[src/logic/seqnc_pkg.sv]
// seqnc_pkg: register map, field positions, reset values and error codes for the
// system error queue and network configuration block.
// assumes a 32-bit apb master and a single 40 mhz clock domain.
package seqnc_pkg;

  // apb byte offsets, one aligned word each
  localparam logic [7:0] SEQNC_OFF_ERR_COUNT = 8'h00;
  localparam logic [7:0] SEQNC_OFF_ERR_NEXT = 8'h04;
  localparam logic [7:0] SEQNC_OFF_EVT_STATUS = 8'h08;
  localparam logic [7:0] SEQNC_OFF_EVT_CLEAR = 8'h0c;
  localparam logic [7:0] SEQNC_OFF_EVT_ENABLE = 8'h10;
  localparam logic [7:0] SEQNC_OFF_SYS_CTRL = 8'h14;
  localparam logic [7:0] SEQNC_OFF_VERSION = 8'h18;
  localparam logic [7:0] SEQNC_OFF_STATIC_ADDR = 8'h1c;
  localparam logic [7:0] SEQNC_OFF_DHCP = 8'h20;
  localparam logic [7:0] SEQNC_OFF_GATEWAY = 8'h24;
  localparam logic [7:0] SEQNC_OFF_PORT = 8'h28;
  localparam logic [7:0] SEQNC_OFF_SUBNET = 8'h2c;
  localparam logic [7:0] SEQNC_OFF_HW_ADDR_OUI = 8'h30;
  localparam logic [7:0] SEQNC_OFF_HW_ADDR_SER = 8'h34;
  localparam logic [7:0] SEQNC_OFF_NET_SERIAL = 8'h38;
  localparam logic [7:0] SEQNC_OFF_NET_VERSION = 8'h3c;
  localparam logic [7:0] SEQNC_OFF_HOST_NAME0 = 8'h40;
  localparam logic [7:0] SEQNC_OFF_HOST_NAME3 = 8'h4c;
  localparam logic [7:0] SEQNC_OFF_FAULT = 8'h50;

  // error queue geometry
  localparam int unsigned SEQNC_QDEPTH = 8;
  localparam int unsigned SEQNC_QPTR_W = 3;
  localparam int unsigned SEQNC_QCNT_W = 4;

  // error codes, two's complement 16 bit
  localparam logic [15:0] SEQNC_ERR_NONE = 16'h0000;
  localparam logic [15:0] SEQNC_ERR_COMMAND = 16'hff9c;
  localparam logic [15:0] SEQNC_ERR_SYNTAX = 16'hff9a;
  localparam logic [15:0] SEQNC_ERR_TOO_MANY = 16'hff94;
  localparam logic [15:0] SEQNC_ERR_RANGE = 16'hff22;
  localparam logic [15:0] SEQNC_ERR_OVERFLOW = 16'hfea2;
  localparam logic [15:0] SEQNC_ERR_QUERY = 16'hfe70;

  // message identifiers returned beside each code
  localparam logic [7:0] SEQNC_MSG_NONE = 8'h00;
  localparam logic [7:0] SEQNC_MSG_COMMAND = 8'h01;
  localparam logic [7:0] SEQNC_MSG_SYNTAX = 8'h02;
  localparam logic [7:0] SEQNC_MSG_TOO_MANY = 8'h03;
  localparam logic [7:0] SEQNC_MSG_RANGE = 8'h04;
  localparam logic [7:0] SEQNC_MSG_OVERFLOW = 8'h05;
  localparam logic [7:0] SEQNC_MSG_QUERY = 8'h06;
  localparam logic [7:0] SEQNC_MSG_OTHER = 8'h07;

  // event status bit positions by error class
  localparam int unsigned SEQNC_EVT_CMD_BIT = 5;
  localparam int unsigned SEQNC_EVT_EXE_BIT = 4;
  localparam int unsigned SEQNC_EVT_DEV_BIT = 3;
  localparam int unsigned SEQNC_EVT_QRY_BIT = 2;
  localparam logic [5:0] SEQNC_EVT_MASK = 6'h3c;

  // field positions
  localparam int unsigned SEQNC_NEXT_MSG_LSB = 16;
  localparam int unsigned SEQNC_CTRL_RESTART_BIT = 0;

  // factory defaults
  localparam logic [31:0] SEQNC_RST_STATIC_ADDR = 32'hc0a8_0164;
  localparam logic [31:0] SEQNC_RST_GATEWAY = 32'hc0a8_0101;
  localparam logic [31:0] SEQNC_RST_SUBNET = 32'hffff_ff00;
  localparam logic [15:0] SEQNC_RST_PORT = 16'hc549;
  localparam logic SEQNC_RST_DHCP = 1'b0;

  // identity values, arbitrary
  localparam logic [7:0] SEQNC_BOOT_REV = 8'h01;
  localparam logic [7:0] SEQNC_FW_REV = 8'h02;
  localparam logic [7:0] SEQNC_HW_REV = 8'h03;
  localparam logic [23:0] SEQNC_HW_ADDR_OUI = 24'h00_1234;
  localparam logic [23:0] SEQNC_HW_ADDR_SER = 24'h00_0001;
  localparam logic [23:0] SEQNC_NET_SERIAL = 24'h00_0001;
  localparam logic [31:0] SEQNC_NET_VERSION = 32'h0001_0001;
  localparam logic [127:0] SEQNC_HOST_NAME = 128'h6465_7669_6365_3031_0000_0000_0000_0000;

endpackage : seqnc_pkg

[src/logic/seqnc_top.sv]
// seqnc_top: apb slave holding the error queue, event status, restart control,
// version and network settings of the instrument's system command group.
// assumes a 32-bit apb master on clock; error reports and dhcp address are on-clock,
// the hard fault pin is asynchronous and is synchronised here.
//
// Summary of operation
// RL1 - error count register returns how many entries the queue holds
// RL2 - errors are kept first-in first-out and read oldest first
// RL3 - each next-error read removes the entry, count drops by one
// RL4 - next-error read on an empty queue returns code 0, no-error message
// RL5 - on overflow the final queue entry becomes code -350, excess errors discarded
// RL6 - next-error reply carries signed code plus its message identifier
// RL7 - logged errors set event bits 5,4,3,2 by command/execution/device/query class
// RL8 - codes used: -100, -102, -108, -222, -400
// RL9 - restart command restarts the system and clears latched hard faults
// RL10 - version register gives bootloader, firmware, hardware revisions in that order
// RL11 - static address holds four bytes, reads back, defaults 192.168.1.100
// RL12 - dhcp 1 takes the server address; dhcp 0 applies the static address
// RL13 - gateway holds four bytes, reads back, defaults 192.168.1.1
// RL14 - port is 16 bit, 1 to 65535, default 50505, 49151 not enforced
// RL15 - hardware address is six fixed read-only bytes, organisation id first
// RL16 - network module serial is a read-only value from 1 to 16777215
// RL17 - subnet mask holds four bytes, defaults 255.255.255.0
// RL18 - network version and host name are readable strings
// RL19 - queue depth is a parameter with one slot kept for overflow entry
//
// Our own choices: register access over APB and the address map.
`timescale 1ns/1ps
`default_nettype none

module seqnc_top
  import seqnc_pkg::*;
(
  input wire logic clock,
  input wire logic rst_b,
  input wire logic psel,
  input wire logic penable,
  input wire logic pwrite,
  input wire logic [7:0] paddr,
  input wire logic [31:0] pwdata,
  output logic [31:0] prdata,
  output logic pready,
  output logic pslverr,
  input wire logic err_log_valid,
  input wire logic [15:0] err_log_code,
  output logic err_log_busy,
  input wire logic hard_fault_pin,
  input wire logic [31:0] dhcp_lease_addr,
  output logic hard_fault_latched,
  output logic sys_restart,
  output logic dhcp_enable,
  output logic [31:0] active_ip_addr,
  output logic [31:0] gateway_addr,
  output logic [31:0] subnet_mask,
  output logic [15:0] socket_port,
  output logic irq
);

  // event class of an error code, one bit per class
  function automatic logic [5:0] seqnc_class(input logic [15:0] code);
    logic signed [15:0] c;
    logic [5:0] m;
    c = code;
    m = 6'h00;
    if (c <= -16'sd100 && c >= -16'sd199) begin
      m[SEQNC_EVT_CMD_BIT] = 1'b1;
    end else if (c <= -16'sd200 && c >= -16'sd299) begin
      m[SEQNC_EVT_EXE_BIT] = 1'b1;
    end else if (c <= -16'sd300 && c >= -16'sd399) begin
      m[SEQNC_EVT_DEV_BIT] = 1'b1;
    end else if (c <= -16'sd400 && c >= -16'sd499) begin
      m[SEQNC_EVT_QRY_BIT] = 1'b1;
    end
    return m;
  endfunction : seqnc_class

  // message identifier that travels beside a code
  function automatic logic [7:0] seqnc_msg(input logic [15:0] code);
    logic [7:0] m;
    unique case (code)
      SEQNC_ERR_NONE: m = SEQNC_MSG_NONE;
      SEQNC_ERR_COMMAND: m = SEQNC_MSG_COMMAND;
      SEQNC_ERR_SYNTAX: m = SEQNC_MSG_SYNTAX;
      SEQNC_ERR_TOO_MANY: m = SEQNC_MSG_TOO_MANY;
      SEQNC_ERR_RANGE: m = SEQNC_MSG_RANGE;
      SEQNC_ERR_OVERFLOW: m = SEQNC_MSG_OVERFLOW;
      SEQNC_ERR_QUERY: m = SEQNC_MSG_QUERY;
      default: m = SEQNC_MSG_OTHER;
    endcase
    return m;
  endfunction : seqnc_msg

  logic [15:0] queue_mem [SEQNC_QDEPTH];
  logic [SEQNC_QPTR_W-1:0] rd_ptr_ff;
  logic [SEQNC_QPTR_W-1:0] wr_ptr_ff;
  logic [SEQNC_QCNT_W-1:0] count_ff;
  logic [5:0] evt_status_ff;
  logic [5:0] evt_enable_ff;
  logic [31:0] static_addr_ff;
  logic [31:0] gateway_ff;
  logic [31:0] subnet_ff;
  logic [15:0] port_ff;
  logic dhcp_ff;
  logic [15:0] pend_code_ff;
  logic pend_valid_ff;
  logic fault_meta_ff;
  logic fault_sync_ff;
  logic fault_latch_ff;
  logic restart_ff;
  logic pready_ff;
  logic pslverr_ff;
  logic [31:0] prdata_ff;
  logic irq_ff;
  logic [31:0] active_ip_ff;

  logic access_done;
  logic wr_done;
  logic rd_done;
  logic addr_known;
  logic addr_ro;
  logic pop;
  logic push;
  logic [15:0] push_code;
  logic store_ok;
  logic [15:0] store_code;
  logic pop_armed_ff;
  logic [15:0] nxt_pend_code;
  logic nxt_pend_valid;
  logic [31:0] nxt_prdata;

  // the transfer completes at the edge where the master sees pready high
  assign access_done = psel & penable & pready_ff;
  assign wr_done = access_done & pwrite;
  assign rd_done = access_done & ~pwrite;

  // address decode; host name spans four words
  always_comb begin
    addr_known = 1'b1;
    addr_ro = 1'b0;
    unique case (paddr)
      SEQNC_OFF_ERR_COUNT, SEQNC_OFF_ERR_NEXT, SEQNC_OFF_EVT_STATUS, SEQNC_OFF_VERSION,
      SEQNC_OFF_HW_ADDR_OUI, SEQNC_OFF_HW_ADDR_SER, SEQNC_OFF_NET_SERIAL, SEQNC_OFF_NET_VERSION,
      SEQNC_OFF_FAULT: addr_ro = 1'b1;
      SEQNC_OFF_EVT_CLEAR, SEQNC_OFF_EVT_ENABLE, SEQNC_OFF_SYS_CTRL, SEQNC_OFF_STATIC_ADDR,
      SEQNC_OFF_DHCP, SEQNC_OFF_GATEWAY, SEQNC_OFF_PORT, SEQNC_OFF_SUBNET: addr_ro = 1'b0;
      default: begin
        addr_known = (paddr >= SEQNC_OFF_HOST_NAME0) && (paddr <= SEQNC_OFF_HOST_NAME3) && (paddr[1:0] == 2'b00);
        addr_ro = addr_known;
      end
    endcase
  end

  // read data mux, sampled one cycle before the transfer completes
  always_comb begin
    nxt_prdata = 32'h0000_0000;
    unique case (paddr)
      SEQNC_OFF_ERR_COUNT: nxt_prdata = {28'h000_0000, count_ff}; // [RL1]
      SEQNC_OFF_ERR_NEXT: begin
        if (count_ff == '0) begin
          nxt_prdata = {8'h00, SEQNC_MSG_NONE, SEQNC_ERR_NONE}; // [RL4]
        end else begin
          nxt_prdata = {8'h00, seqnc_msg(queue_mem[rd_ptr_ff]), queue_mem[rd_ptr_ff]}; // [RL2] [RL6]
        end
      end
      SEQNC_OFF_EVT_STATUS: nxt_prdata = {26'h000_0000, evt_status_ff};
      SEQNC_OFF_EVT_ENABLE: nxt_prdata = {26'h000_0000, evt_enable_ff};
      SEQNC_OFF_VERSION: nxt_prdata = {8'h00, SEQNC_BOOT_REV, SEQNC_FW_REV, SEQNC_HW_REV}; // [RL10]
      SEQNC_OFF_STATIC_ADDR: nxt_prdata = static_addr_ff; // [RL11]
      SEQNC_OFF_DHCP: nxt_prdata = {31'h0000_0000, dhcp_ff};
      SEQNC_OFF_GATEWAY: nxt_prdata = gateway_ff; // [RL13]
      SEQNC_OFF_PORT: nxt_prdata = {16'h0000, port_ff};
      SEQNC_OFF_SUBNET: nxt_prdata = subnet_ff; // [RL17]
      SEQNC_OFF_HW_ADDR_OUI: nxt_prdata = {8'h00, SEQNC_HW_ADDR_OUI}; // [RL15]
      SEQNC_OFF_HW_ADDR_SER: nxt_prdata = {8'h00, SEQNC_HW_ADDR_SER}; // [RL15]
      SEQNC_OFF_NET_SERIAL: nxt_prdata = {8'h00, SEQNC_NET_SERIAL}; // [RL16]
      SEQNC_OFF_NET_VERSION: nxt_prdata = SEQNC_NET_VERSION; // [RL18]
      SEQNC_OFF_FAULT: nxt_prdata = {31'h0000_0000, fault_latch_ff};
      default: begin
        if (addr_known) begin
          // host name word 0 holds the first four characters
          nxt_prdata = SEQNC_HOST_NAME[(32'd127 - 32'd32 * paddr[3:2]) -: 32]; // [RL18]
        end
      end
    endcase
  end

  // apb handshake: one wait state, so every access phase lasts two cycles
  always_ff @(posedge clock or negedge rst_b) begin
    if (!rst_b) begin
      pready_ff <= 1'b0;
      pslverr_ff <= 1'b0;
      prdata_ff <= 32'h0000_0000;
      pop_armed_ff <= 1'b0;
    end else begin
      pready_ff <= psel & penable & ~pready_ff;
      // pop only what was captured, so an error landing mid-read is never lost
      pop_armed_ff <= psel & penable & ~pready_ff & ~pwrite & (paddr == SEQNC_OFF_ERR_NEXT) & (count_ff != '0);
      pslverr_ff <= psel & penable & ~pready_ff & (~addr_known | (pwrite & addr_ro));
      if (psel & penable & ~pready_ff & ~pwrite) begin
        prdata_ff <= nxt_prdata;
      end else begin
        prdata_ff <= 32'h0000_0000;
      end
    end
  end

  // bus faults become queue entries: unknown address is a syntax error, a write to a
  // read-only word has too many parameters, a zero port is out of range
  always_comb begin
    nxt_pend_valid = 1'b0;
    nxt_pend_code = pend_code_ff;
    if (access_done && !addr_known) begin
      nxt_pend_valid = 1'b1;
      nxt_pend_code = SEQNC_ERR_SYNTAX; // [RL8]
    end else if (wr_done && addr_ro) begin
      nxt_pend_valid = 1'b1;
      nxt_pend_code = SEQNC_ERR_TOO_MANY; // [RL8]
    end else if (wr_done && paddr == SEQNC_OFF_PORT && pwdata[15:0] == 16'h0000) begin
      nxt_pend_valid = 1'b1;
      nxt_pend_code = SEQNC_ERR_RANGE; // [RL8] [RL14]
    end
  end

  // internal errors are held one cycle; the busy flag holds off external reports then
  always_ff @(posedge clock or negedge rst_b) begin
    if (!rst_b) begin
      pend_valid_ff <= 1'b0;
      pend_code_ff <= 16'h0000;
    end else begin
      pend_valid_ff <= nxt_pend_valid;
      pend_code_ff <= nxt_pend_code;
    end
  end

  assign push = pend_valid_ff | err_log_valid;
  assign push_code = pend_valid_ff ? pend_code_ff : err_log_code;
  assign pop = rd_done & pop_armed_ff;
  // the final free slot takes the overflow code; a full queue stores nothing
  assign store_ok = push & (count_ff < SEQNC_QCNT_W'(SEQNC_QDEPTH));
  assign store_code = (count_ff == SEQNC_QCNT_W'(SEQNC_QDEPTH - 1) && !pop) ? SEQNC_ERR_OVERFLOW : push_code;

  // fifo: the last slot is kept for the overflow code, so one real error fewer fits
  always_ff @(posedge clock or negedge rst_b) begin
    if (!rst_b) begin
      rd_ptr_ff <= '0;
      wr_ptr_ff <= '0;
      count_ff <= '0;
    end else if (restart_ff) begin
      rd_ptr_ff <= '0;
      wr_ptr_ff <= '0;
      count_ff <= '0;
    end else begin
      if (store_ok) begin
        queue_mem[wr_ptr_ff] <= store_code; // [RL2] [RL5] [RL19]
        wr_ptr_ff <= wr_ptr_ff + 1'b1;
      end
      if (pop) begin
        rd_ptr_ff <= rd_ptr_ff + 1'b1; // [RL3]
      end
      // a full queue discards new errors until software reads some out
      if (store_ok && !pop) begin
        count_ff <= count_ff + 1'b1;
      end else if (pop && !store_ok) begin
        count_ff <= count_ff - 1'b1; // [RL3]
      end
    end
  end

  // sticky event bits by error class; a new event wins over a clear in the same cycle
  always_ff @(posedge clock or negedge rst_b) begin
    if (!rst_b) begin
      evt_status_ff <= 6'h00;
    end else begin
      evt_status_ff <= (evt_status_ff & ~((wr_done && paddr == SEQNC_OFF_EVT_CLEAR) ? pwdata[5:0] : 6'h00))
                       | (store_ok ? seqnc_class(store_code) : 6'h00); // [RL7]
    end
  end

  // interrupt enable and level output
  always_ff @(posedge clock or negedge rst_b) begin
    if (!rst_b) begin
      evt_enable_ff <= 6'h00;
      irq_ff <= 1'b0;
    end else begin
      if (wr_done && paddr == SEQNC_OFF_EVT_ENABLE) begin
        evt_enable_ff <= pwdata[5:0] & SEQNC_EVT_MASK;
      end
      irq_ff <= |(evt_status_ff & evt_enable_ff);
    end
  end

  // network settings; port zero is refused and keeps the old value
  always_ff @(posedge clock or negedge rst_b) begin
    if (!rst_b) begin
      static_addr_ff <= SEQNC_RST_STATIC_ADDR;
      gateway_ff <= SEQNC_RST_GATEWAY;
      subnet_ff <= SEQNC_RST_SUBNET;
      port_ff <= SEQNC_RST_PORT;
      dhcp_ff <= SEQNC_RST_DHCP;
    end else if (wr_done) begin
      unique case (paddr)
        SEQNC_OFF_STATIC_ADDR: static_addr_ff <= pwdata; // [RL11]
        SEQNC_OFF_GATEWAY: gateway_ff <= pwdata; // [RL13]
        SEQNC_OFF_SUBNET: subnet_ff <= pwdata; // [RL17]
        SEQNC_OFF_DHCP: dhcp_ff <= pwdata[0];
        SEQNC_OFF_PORT: begin
          if (pwdata[15:0] != 16'h0000) begin
            port_ff <= pwdata[15:0]; // [RL14]
          end
        end
        default: begin
        end
      endcase
    end
  end

  // address in use follows the dhcp mode
  always_ff @(posedge clock or negedge rst_b) begin
    if (!rst_b) begin
      active_ip_ff <= SEQNC_RST_STATIC_ADDR;
    end else begin
      active_ip_ff <= dhcp_ff ? dhcp_lease_addr : static_addr_ff; // [RL12]
    end
  end

  // hard fault pin synchroniser and latch; restart is a one-cycle pulse
  // a fault still present at restart wins, so a live fault is never hidden
  always_ff @(posedge clock or negedge rst_b) begin
    if (!rst_b) begin
      fault_meta_ff <= 1'b0;
      fault_sync_ff <= 1'b0;
      fault_latch_ff <= 1'b0;
      restart_ff <= 1'b0;
    end else begin
      fault_meta_ff <= hard_fault_pin;
      fault_sync_ff <= fault_meta_ff;
      restart_ff <= wr_done & (paddr == SEQNC_OFF_SYS_CTRL) & pwdata[SEQNC_CTRL_RESTART_BIT]; // [RL9]
      if (fault_sync_ff) begin
        fault_latch_ff <= 1'b1;
      end else if (restart_ff) begin
        fault_latch_ff <= 1'b0; // [RL9]
      end
    end
  end

  assign prdata = prdata_ff;
  assign pready = pready_ff;
  assign pslverr = pslverr_ff;
  assign err_log_busy = pend_valid_ff;
  assign hard_fault_latched = fault_latch_ff;
  assign sys_restart = restart_ff;
  assign dhcp_enable = dhcp_ff;
  assign active_ip_addr = active_ip_ff;
  assign gateway_addr = gateway_ff;
  assign subnet_mask = subnet_ff;
  assign socket_port = port_ff;
  assign irq = irq_ff;

endmodule : seqnc_top

`default_nettype wire

[config.mk]
export PLATFORM = sky130hd
export DESIGN_NAME = seqnc_top
export DESIGN_NICKNAME = d
export VERILOG_FILES = /design/src/logic/seqnc_pkg.sv /design/src/logic/seqnc_top.sv
export SDC_FILE = /design/constraint.sdc
export NUM_CORES = 1
export LEC_CHECK = 0
export ABC_AREA = 1
export BUFFER_PORTS_ARGS = -buffer_cell sky130_fd_sc_hd__buf_2
export CAP_MARGIN = 40
export CORE_MARGIN = 2
export CORE_UTILIZATION = 25
export CTS_CLUSTER_SIZE = 40
export DETAILED_ROUTE_END_ITERATION = 8
export SKIP_LAST_GASP = 1
export SLEW_MARGIN = 0
export SYNTH_ARGS = -nofsm -noshare
export SYNTH_HDL_FRONTEND = slang
export SYNTH_SLANG_ARGS = --single-unit
[constraint.sdc]
create_clock -name clock -period 5.7 [get_ports clock]
set_clock_uncertainty 0.15 [all_clocks]
set_input_delay 1.14 -clock clock [delete_from_list [all_inputs] [get_ports clock]]
set_output_delay 1.14 -clock clock [all_outputs]
set_load 0.03 [all_outputs]
## Word level (Yosys, flattened, before mapping)

Memory sizes are Yosys's and may differ from the RTL's.
Cells that the tools add are included.

| cells by class | value |
|---|---|
| mux-type cells | 37 |
| $add $sub $neg | 5 |
| bitwise operators | 23 |
| equality and inequality tests | 23 |
| shift operators | 1 |
| reduce and logical (&&, ||, !) cells | 41 |
| order comparisons | 11 |

Operators by type and width:

| kind | number |
|---|---|
| $pmux 32 s14 | 1 |
| $shiftx 159x33->32 const A | 1 |
| $eq 16x16->1 const B | 6 |
| $mux 32 | 3 |
| $mux 16 | 5 |
| $eq 8x6->1 const B | 8 |
| $ge 16x10->1 const B | 3 |
| $eq 8x5->1 const B | 4 |
| $le 16x10->1 const B | 2 |
| $logic_not 16->1 | 2 |
| $pmux 3 s7 | 1 |
| $mux 19 | 1 |
| $reduce_or 17->1 | 1 |
| $eq 8x4->1 const B | 2 |
| $ge 16x9->1 const B | 1 |
| $le 16x8->1 const B | 1 |
| $le 16x9->1 const B | 1 |
| $logic_and 1x1->1 | 16 |
| $reduce_bool 16->1 | 1 |
| $mux 3 | 5 |
| $and 1x1->1 | 14 |
| $mux 1 | 14 |
| $and 6x6->6 | 2 |
| $mux 4 | 3 |
| 30 further kinds | 43 |

| word-level totals | value |
|---|---|
| bits in registers | 222 |
| output and inout port bits | 151 |
| bits of input ports | 95 |
| logic and storage cells | 164 |
| RAM bits | 128 |
| memories kept | 1 |

Memories:

| memory | depth | bits a word | rd ports | clocked after Yosys merged registers in | wr ports | RTL line | text |
|---|---|---|---|---|---|---|---|
| queue_mem | 8 | 16 | 1 | 0 | 1 | seqnc_top.sv:93 | `logic [15:0] queue_mem [SEQNC_QDEPTH];` |

## Longest topological paths before layout

| logic depth | value |
|---|---|
| word-level depth | 15 |
| depth in mapped cells | 18 |
| mapped depth without buffers | 16 |

## Worst setup path after synthesis

No wires, ideal clock.

| path | value |
|---|---|
| kind | in2reg |
| start point | in err_log_valid |
| end point | mem queue_mem[6][0], enable pin |
| setup time | 0.409 ns |
| path slack | 2.417 ns |
| buffers on the path | 0 |
| required time | 5.141 ns |
| stages | 4 |
| data arrival time | 2.724 ns |
| cell sequence | o21ai_0 > nor2_1 > nand2_1 > nor3_1 |

| on the way | value |
|---|---|
| word-level cells in the longest chain between the ends | 6 |

RTL lines:

| what | RTL line | text |
|---|---|---|
| from (decl) | seqnc_top.sv:44 | `input wire logic err_log_valid,` |
| $or 1x1->1 | seqnc_top.sv:235 | `assign push = pend_valid_ff \| err_log_valid;` |
| $and 1x1->1 | seqnc_top.sv:239 | `assign store_ok = push & (count_ff < SEQNC_QCNT_W'(SEQNC_QDEPTH));` |
| $mux 1 | seqnc_top.sv:253 | `if (store_ok) begin` |
| $mux 1 | seqnc_top.sv:248 | `end else if (restart_ff) begin` |
| $logic_and 1x1->1 (not written as such) | seqnc_top.sv:254 | `queue_mem[wr_ptr_ff] <= store_code;` |
| $mux 1 (not written as such) | seqnc_top.sv:254 |  |
| to (decl) | seqnc_top.sv:93 |  |

No other way between the ends.

## Worst setup path after layout

| path | value |
|---|---|
| start point | in paddr[7] |
| end point | reg prdata_ff[14], in the netlist prdata[14] |

| on the way | value |
|---|---|
| word-level cells in the longest chain between the ends | 7 |
| elaborated cells between the ends (all ways) | 27 |
| those cells by class | 2 x order compare; 16 x eq/ne; 4 x mux; 5 x reduce/logical |

RTL lines:

| what | RTL line | text |
|---|---|---|
| from (decl) | seqnc_top.sv:39 | `input wire logic [7:0] paddr,` |
| $ge 8x7->1 or $le 8x7->1 (tied branches) | seqnc_top.sv:147 | `addr_known = (paddr >= SEQNC_OFF_HOST_NAME0) && (paddr <= SEQNC_OFF_HOST_NAME3) && (paddr[1:0] == 2'b00);` |
| $logic_and 1x1->1 (2 in a row) | seqnc_top.sv:147 |  |
| $mux 1 | seqnc_top.sv:140 | `unique case (paddr)` |
| $mux 32 | seqnc_top.sv:179 | `if (addr_known) begin` |
| $pmux 32 s14 * | seqnc_top.sv:156 | `unique case (paddr)` |
| $mux 32 * | seqnc_top.sv:199 | `if (psel & penable & ~pready_ff & ~pwrite) begin` |
| to (signal assigned) | seqnc_top.sv:200 | `prdata_ff <= nxt_prdata;` |
| to (decl) | seqnc_top.sv:112 | `logic [31:0] prdata_ff;` |

Mark *: on every way between the ends. The rest lies on a longest branch, timed or not.
A chain may end at the register's enable or synchronous reset.

==> results by group <==
Timing
  • Least-Margin Pin Slew: about 0.91 ns
  • RSZ-0062 raised after global routing: false
  • Final setup viols: 0
  • Tcrit/Tclk final: 0.627
  • Worst hold slack: 0.217 ns
  • Max_slew headroom: 0.390
  • Final hold viol count: 0
  • Fmax: 0.280 GHz
  • Max Slew Vio Count: 0
  • Setup TNS: 0 ns
  • Final min period: about 3.6 ns

Layout
  • Share of cells above drive strength 1: 0.240
  • Area delta synth->final: 23.2%
  • Multi-input gate area in the final layout: 5110 um^2
  • Filler cells: roughly 6300
  • Final Net Count: slightly above 2000
  • Sequential cell area: about 9200 um^2

GRT
  • GRT overflow: 0
  • Total Routing Usage GR: 0.159
  • Number of global-route vias before repair: around 12000
  • Antenna violations before repair: 8
  • Largest net degree at the start of global routing: between 100 and 150
  • Global-route wire length before repair: about 77 mm

Placed design
  • I/O Buffers: around 250
  • Gp weighted congestion: roughly 0.86
  • Dpl hpwl: roughly 37 mm

Setup path
  • Family with the most delay on the worst path: simple AND/OR/NAND/NOR gates
  • Crit path largest cell delay: around 0.55 ns
  • Critical Path Source: paddr[7]
  • Reg-to-reg setup timing slack: ~2.6 ns
  • CP dominant cell by count: nand2_1
  • R2R depth: 15
  • Slowest-stage cell, CP: o21ai_2
  • Worst setup path category: in2reg
  • Cell breakdown of the critical path: buf_2 -> inv_1 -> nand2_1 -> inv_2 -> nand2_1 -> inv_2 -> nand2_1 -> buf_4 -> nand4_1 -> nor2_1 -> nand2_4 -> nand2_2 -> inv_1 -> o21ai_2 -> nor2_1
  • Reg2reg end: prdata[17]
  • Worst setup SP type: input pin
  • Crit path buf inv count: 6
  • Crit-path max FO: 23
  • Worst EP arrival: ~3.8 ns
  • Worst path required time: around 6 ns
  • Crit end category: register
  • Reg2reg start: rd_ptr_ff[1]

Min path
  • Hold Path Class: reg2reg
  • Hold Path Depth: 0
  • Hold wc startpoint: fault_meta_ff
  • Hold path endpoint: fault_sync_ff

Die
  • Core area: just over 60000 um^2
  • Core Rows: 91
  • Die area: 64100 um^2
  • Die Y-Extent: roughly 250 um
  • Top Ports: 246
  • Initial Utilization: 0.252
  • DIE WIDTH: roughly 250 um

Yosys
  • Synth Cell Area: approximately 16000 um^2
  • Register area share after synthesis: 0.594
  • Syn_area_per_cell: roughly 9.1 um^2
  • Ys Warns: 0
  • Syn Inst Count: ~1700
  • Netlist cell types: 51
  • Syn_nets: ~1800
  • #FFs+latches synth: 340

Detailed routing
  • DRT Wirelength: about 52 mm
  • Met2 Wirelength: 23.9 mm
  • DR iter-0 viols: roughly 1200
  • TritonRoute pass-1 iters: 5
  • Metal3 WL: 4.10 mm
  • Number of remaining DRC errors: 0
  • Max layer used: met5
  • Post-DRT Antenna Nets: 0
  • DRT met1 WL: roughly 22 mm
  • Total number of vias: 12900
  • WL per Instance: 18.7 um
  • Via-to-Cell Ratio: roughly 4.6

Clock tree
  • Root Buffer: clkbuf_16
  • Clk_lat worst skew: approximately 0.57 ns
  • CTS Hold Bufs: 0
  • CTS buffer count: 37
  • CTS tree: yes
  • Clock net sink count: 340
  • Reg clk slew, reported paths: approximately 0.07 ns
  • # H-tree levels: 2
  • Quantity of gates resized following cts: 0
  • Clock Path Buffers: 3
  • Setup Fix Bufs, Post-CTS: 0

Power and ir drop
  • Leakage Power: a little over 0.009 uW
  • Worst vdd ir: ~0.16 mV
  • Pwr dens: about 310 nW/um^2

Job
  • Number of max-cap violations: 0

Status
  • Status: finished clean
registers in the layout, indices dropped and copies added (netlist names), 6 cells and up:
name and flops:
queue_mem 128, active_ip_addr 32, gateway_addr 32, prdata 32, static_addr_ff 32, subnet_mask 32, socket_port 16, evt_status_ff 6
pend_code_ff 6
placed cells by master, fill, tap and decap left out, drive strengths merged, types with 3 or more instances in the layout:
cell type,n
nand2,536
buf,270
inv,235
o21ai,178
dfrtp,156
edfxtp,128
nand3,110
nor2,88
dfstp,56
clkbuf,50
a21oi,31
nor3,20
a221oi,17
nand4,17
mux2,12
nor4,10
o22ai,7
clkinv,7
a31oi,6
a211oi,6
bufinv,6
a22o,5
ha,4
clkinvlp,3
report_power, final:
group	leakage [uW]	switching, uW	internal (uW)
logic	0.00455	380	156
registers	0.00386	61.7	2680
clock network	0.000641	1060	1590
total	0.00905	1500	4420
per-stage QoR:
stage               instances  cell area (um^2)  setup slack [ns]  utilization  power, uW
floorplan                1706             15500              2.42            -       3060
global placement         2688             17500              1.54        0.285       3280
global route             2767             19100              1.96        0.311       6140
detailed placement       2699             17800              1.56        0.289       3320
finish                   2767             19100              2.13        0.311       5920
CTS                      2766             19100              2.17        0.311       5960
synthesized netlist by cell type (all sizes together):
cell type | instances | share of area
nand2 | 536 | 0.13
inv | 233 | 0.056
o21ai | 178 | 0.058
dfrtp | 156 | 0.25
edfxtp | 128 | 0.25
nand3 | 110 | 0.038
nor2 | 88 | 0.024
dfstp | 56 | 0.095
buf | 36 | 0.016
a21oi | 31 | 0.011
clkbuf | 31 | 0.0075
nor3 | 20 | 0.0081
a221oi | 17 | 0.0096
nand4 | 17 | 0.0073
mux2 | 12 | 0.0087
nor4 | 10 | 0.0044
o22ai | 7 | 0.0028
a211oi | 6 | 0.0029
a31oi | 6 | 0.0024
a22o | 5 | 0.0028
ha | 4 | 0.0032
and3 | 2 | 0.00081
o211ai | 2 | 0.00097
o21a | 2 | 0.00097
or2 | 2 | 0.00081
a21o | 1 | 0.00048
clkinv | 1 | 0.00024
fa | 1 | 0.0013
mux2i | 1 | 0.00065
nand3b | 1 | 0.00048
o2111ai | 1 | 0.00056
o21bai | 1 | 0.00048
o2bb2ai | 1 | 0.00056
o31ai | 1 | 0.00048
xnor2 | 1 | 0.00056
xor2 | 1 | 0.00056
cell families (layout without fill, tap and decap cells):
group / after synthesis / count (layout) / share of synthesized area
buf+inv: 301 / 571 / 0.0802
compound gates: 259 / 259 / 0.0935
xor+xnor: 2 / 2 / 0.00113
mux: 13 / 13 / 0.00936
flops: 340 / 340 / 0.594
fa+ha+maj: 5 / 5 / 0.00452
other cells: 0 / 1 / 0
simple gates: 786 / 786 / 0.217
layout make-up:
| cell class | instances | share of cell area |
|---|---|---|
| Multi-Input combinational cell | 1065 | 0.268 |
| Inverter | 234 | 0.0460 |
| Antenna cell | 1 | 0.000131 |
| Clock inverter | 17 | 0.0143 |
| Timing Repair Buffer | 270 | 0.0824 |
| Clock buffer | 50 | 0.0553 |
| Sequential cell | 340 | 0.483 |
| Tap cell | 790 | 0.0517 |
worst max path at each step:
stage | endpoint | slack, ns | cells past startpoint
global placement | prdata[14] | 1.54 | 15
finish | prdata[14] | 2.13 | 15
floorplan | queue_mem[6][0] | 2.42 | 4
global route | prdata[14] | 1.96 | 15
CTS | prdata[14] | 2.17 | 15
detailed placement | prdata[14] | 1.56 | 15
layer usage:
layer  GRT usage  vias to the layer above
met3      0.0359                      103
met5           0                        -
li1            -                     6037
met2       0.251                      498
met1       0.209                     6218
met4      0.0671                        4
No activity file was read; power rests on OpenSTA's default activity.
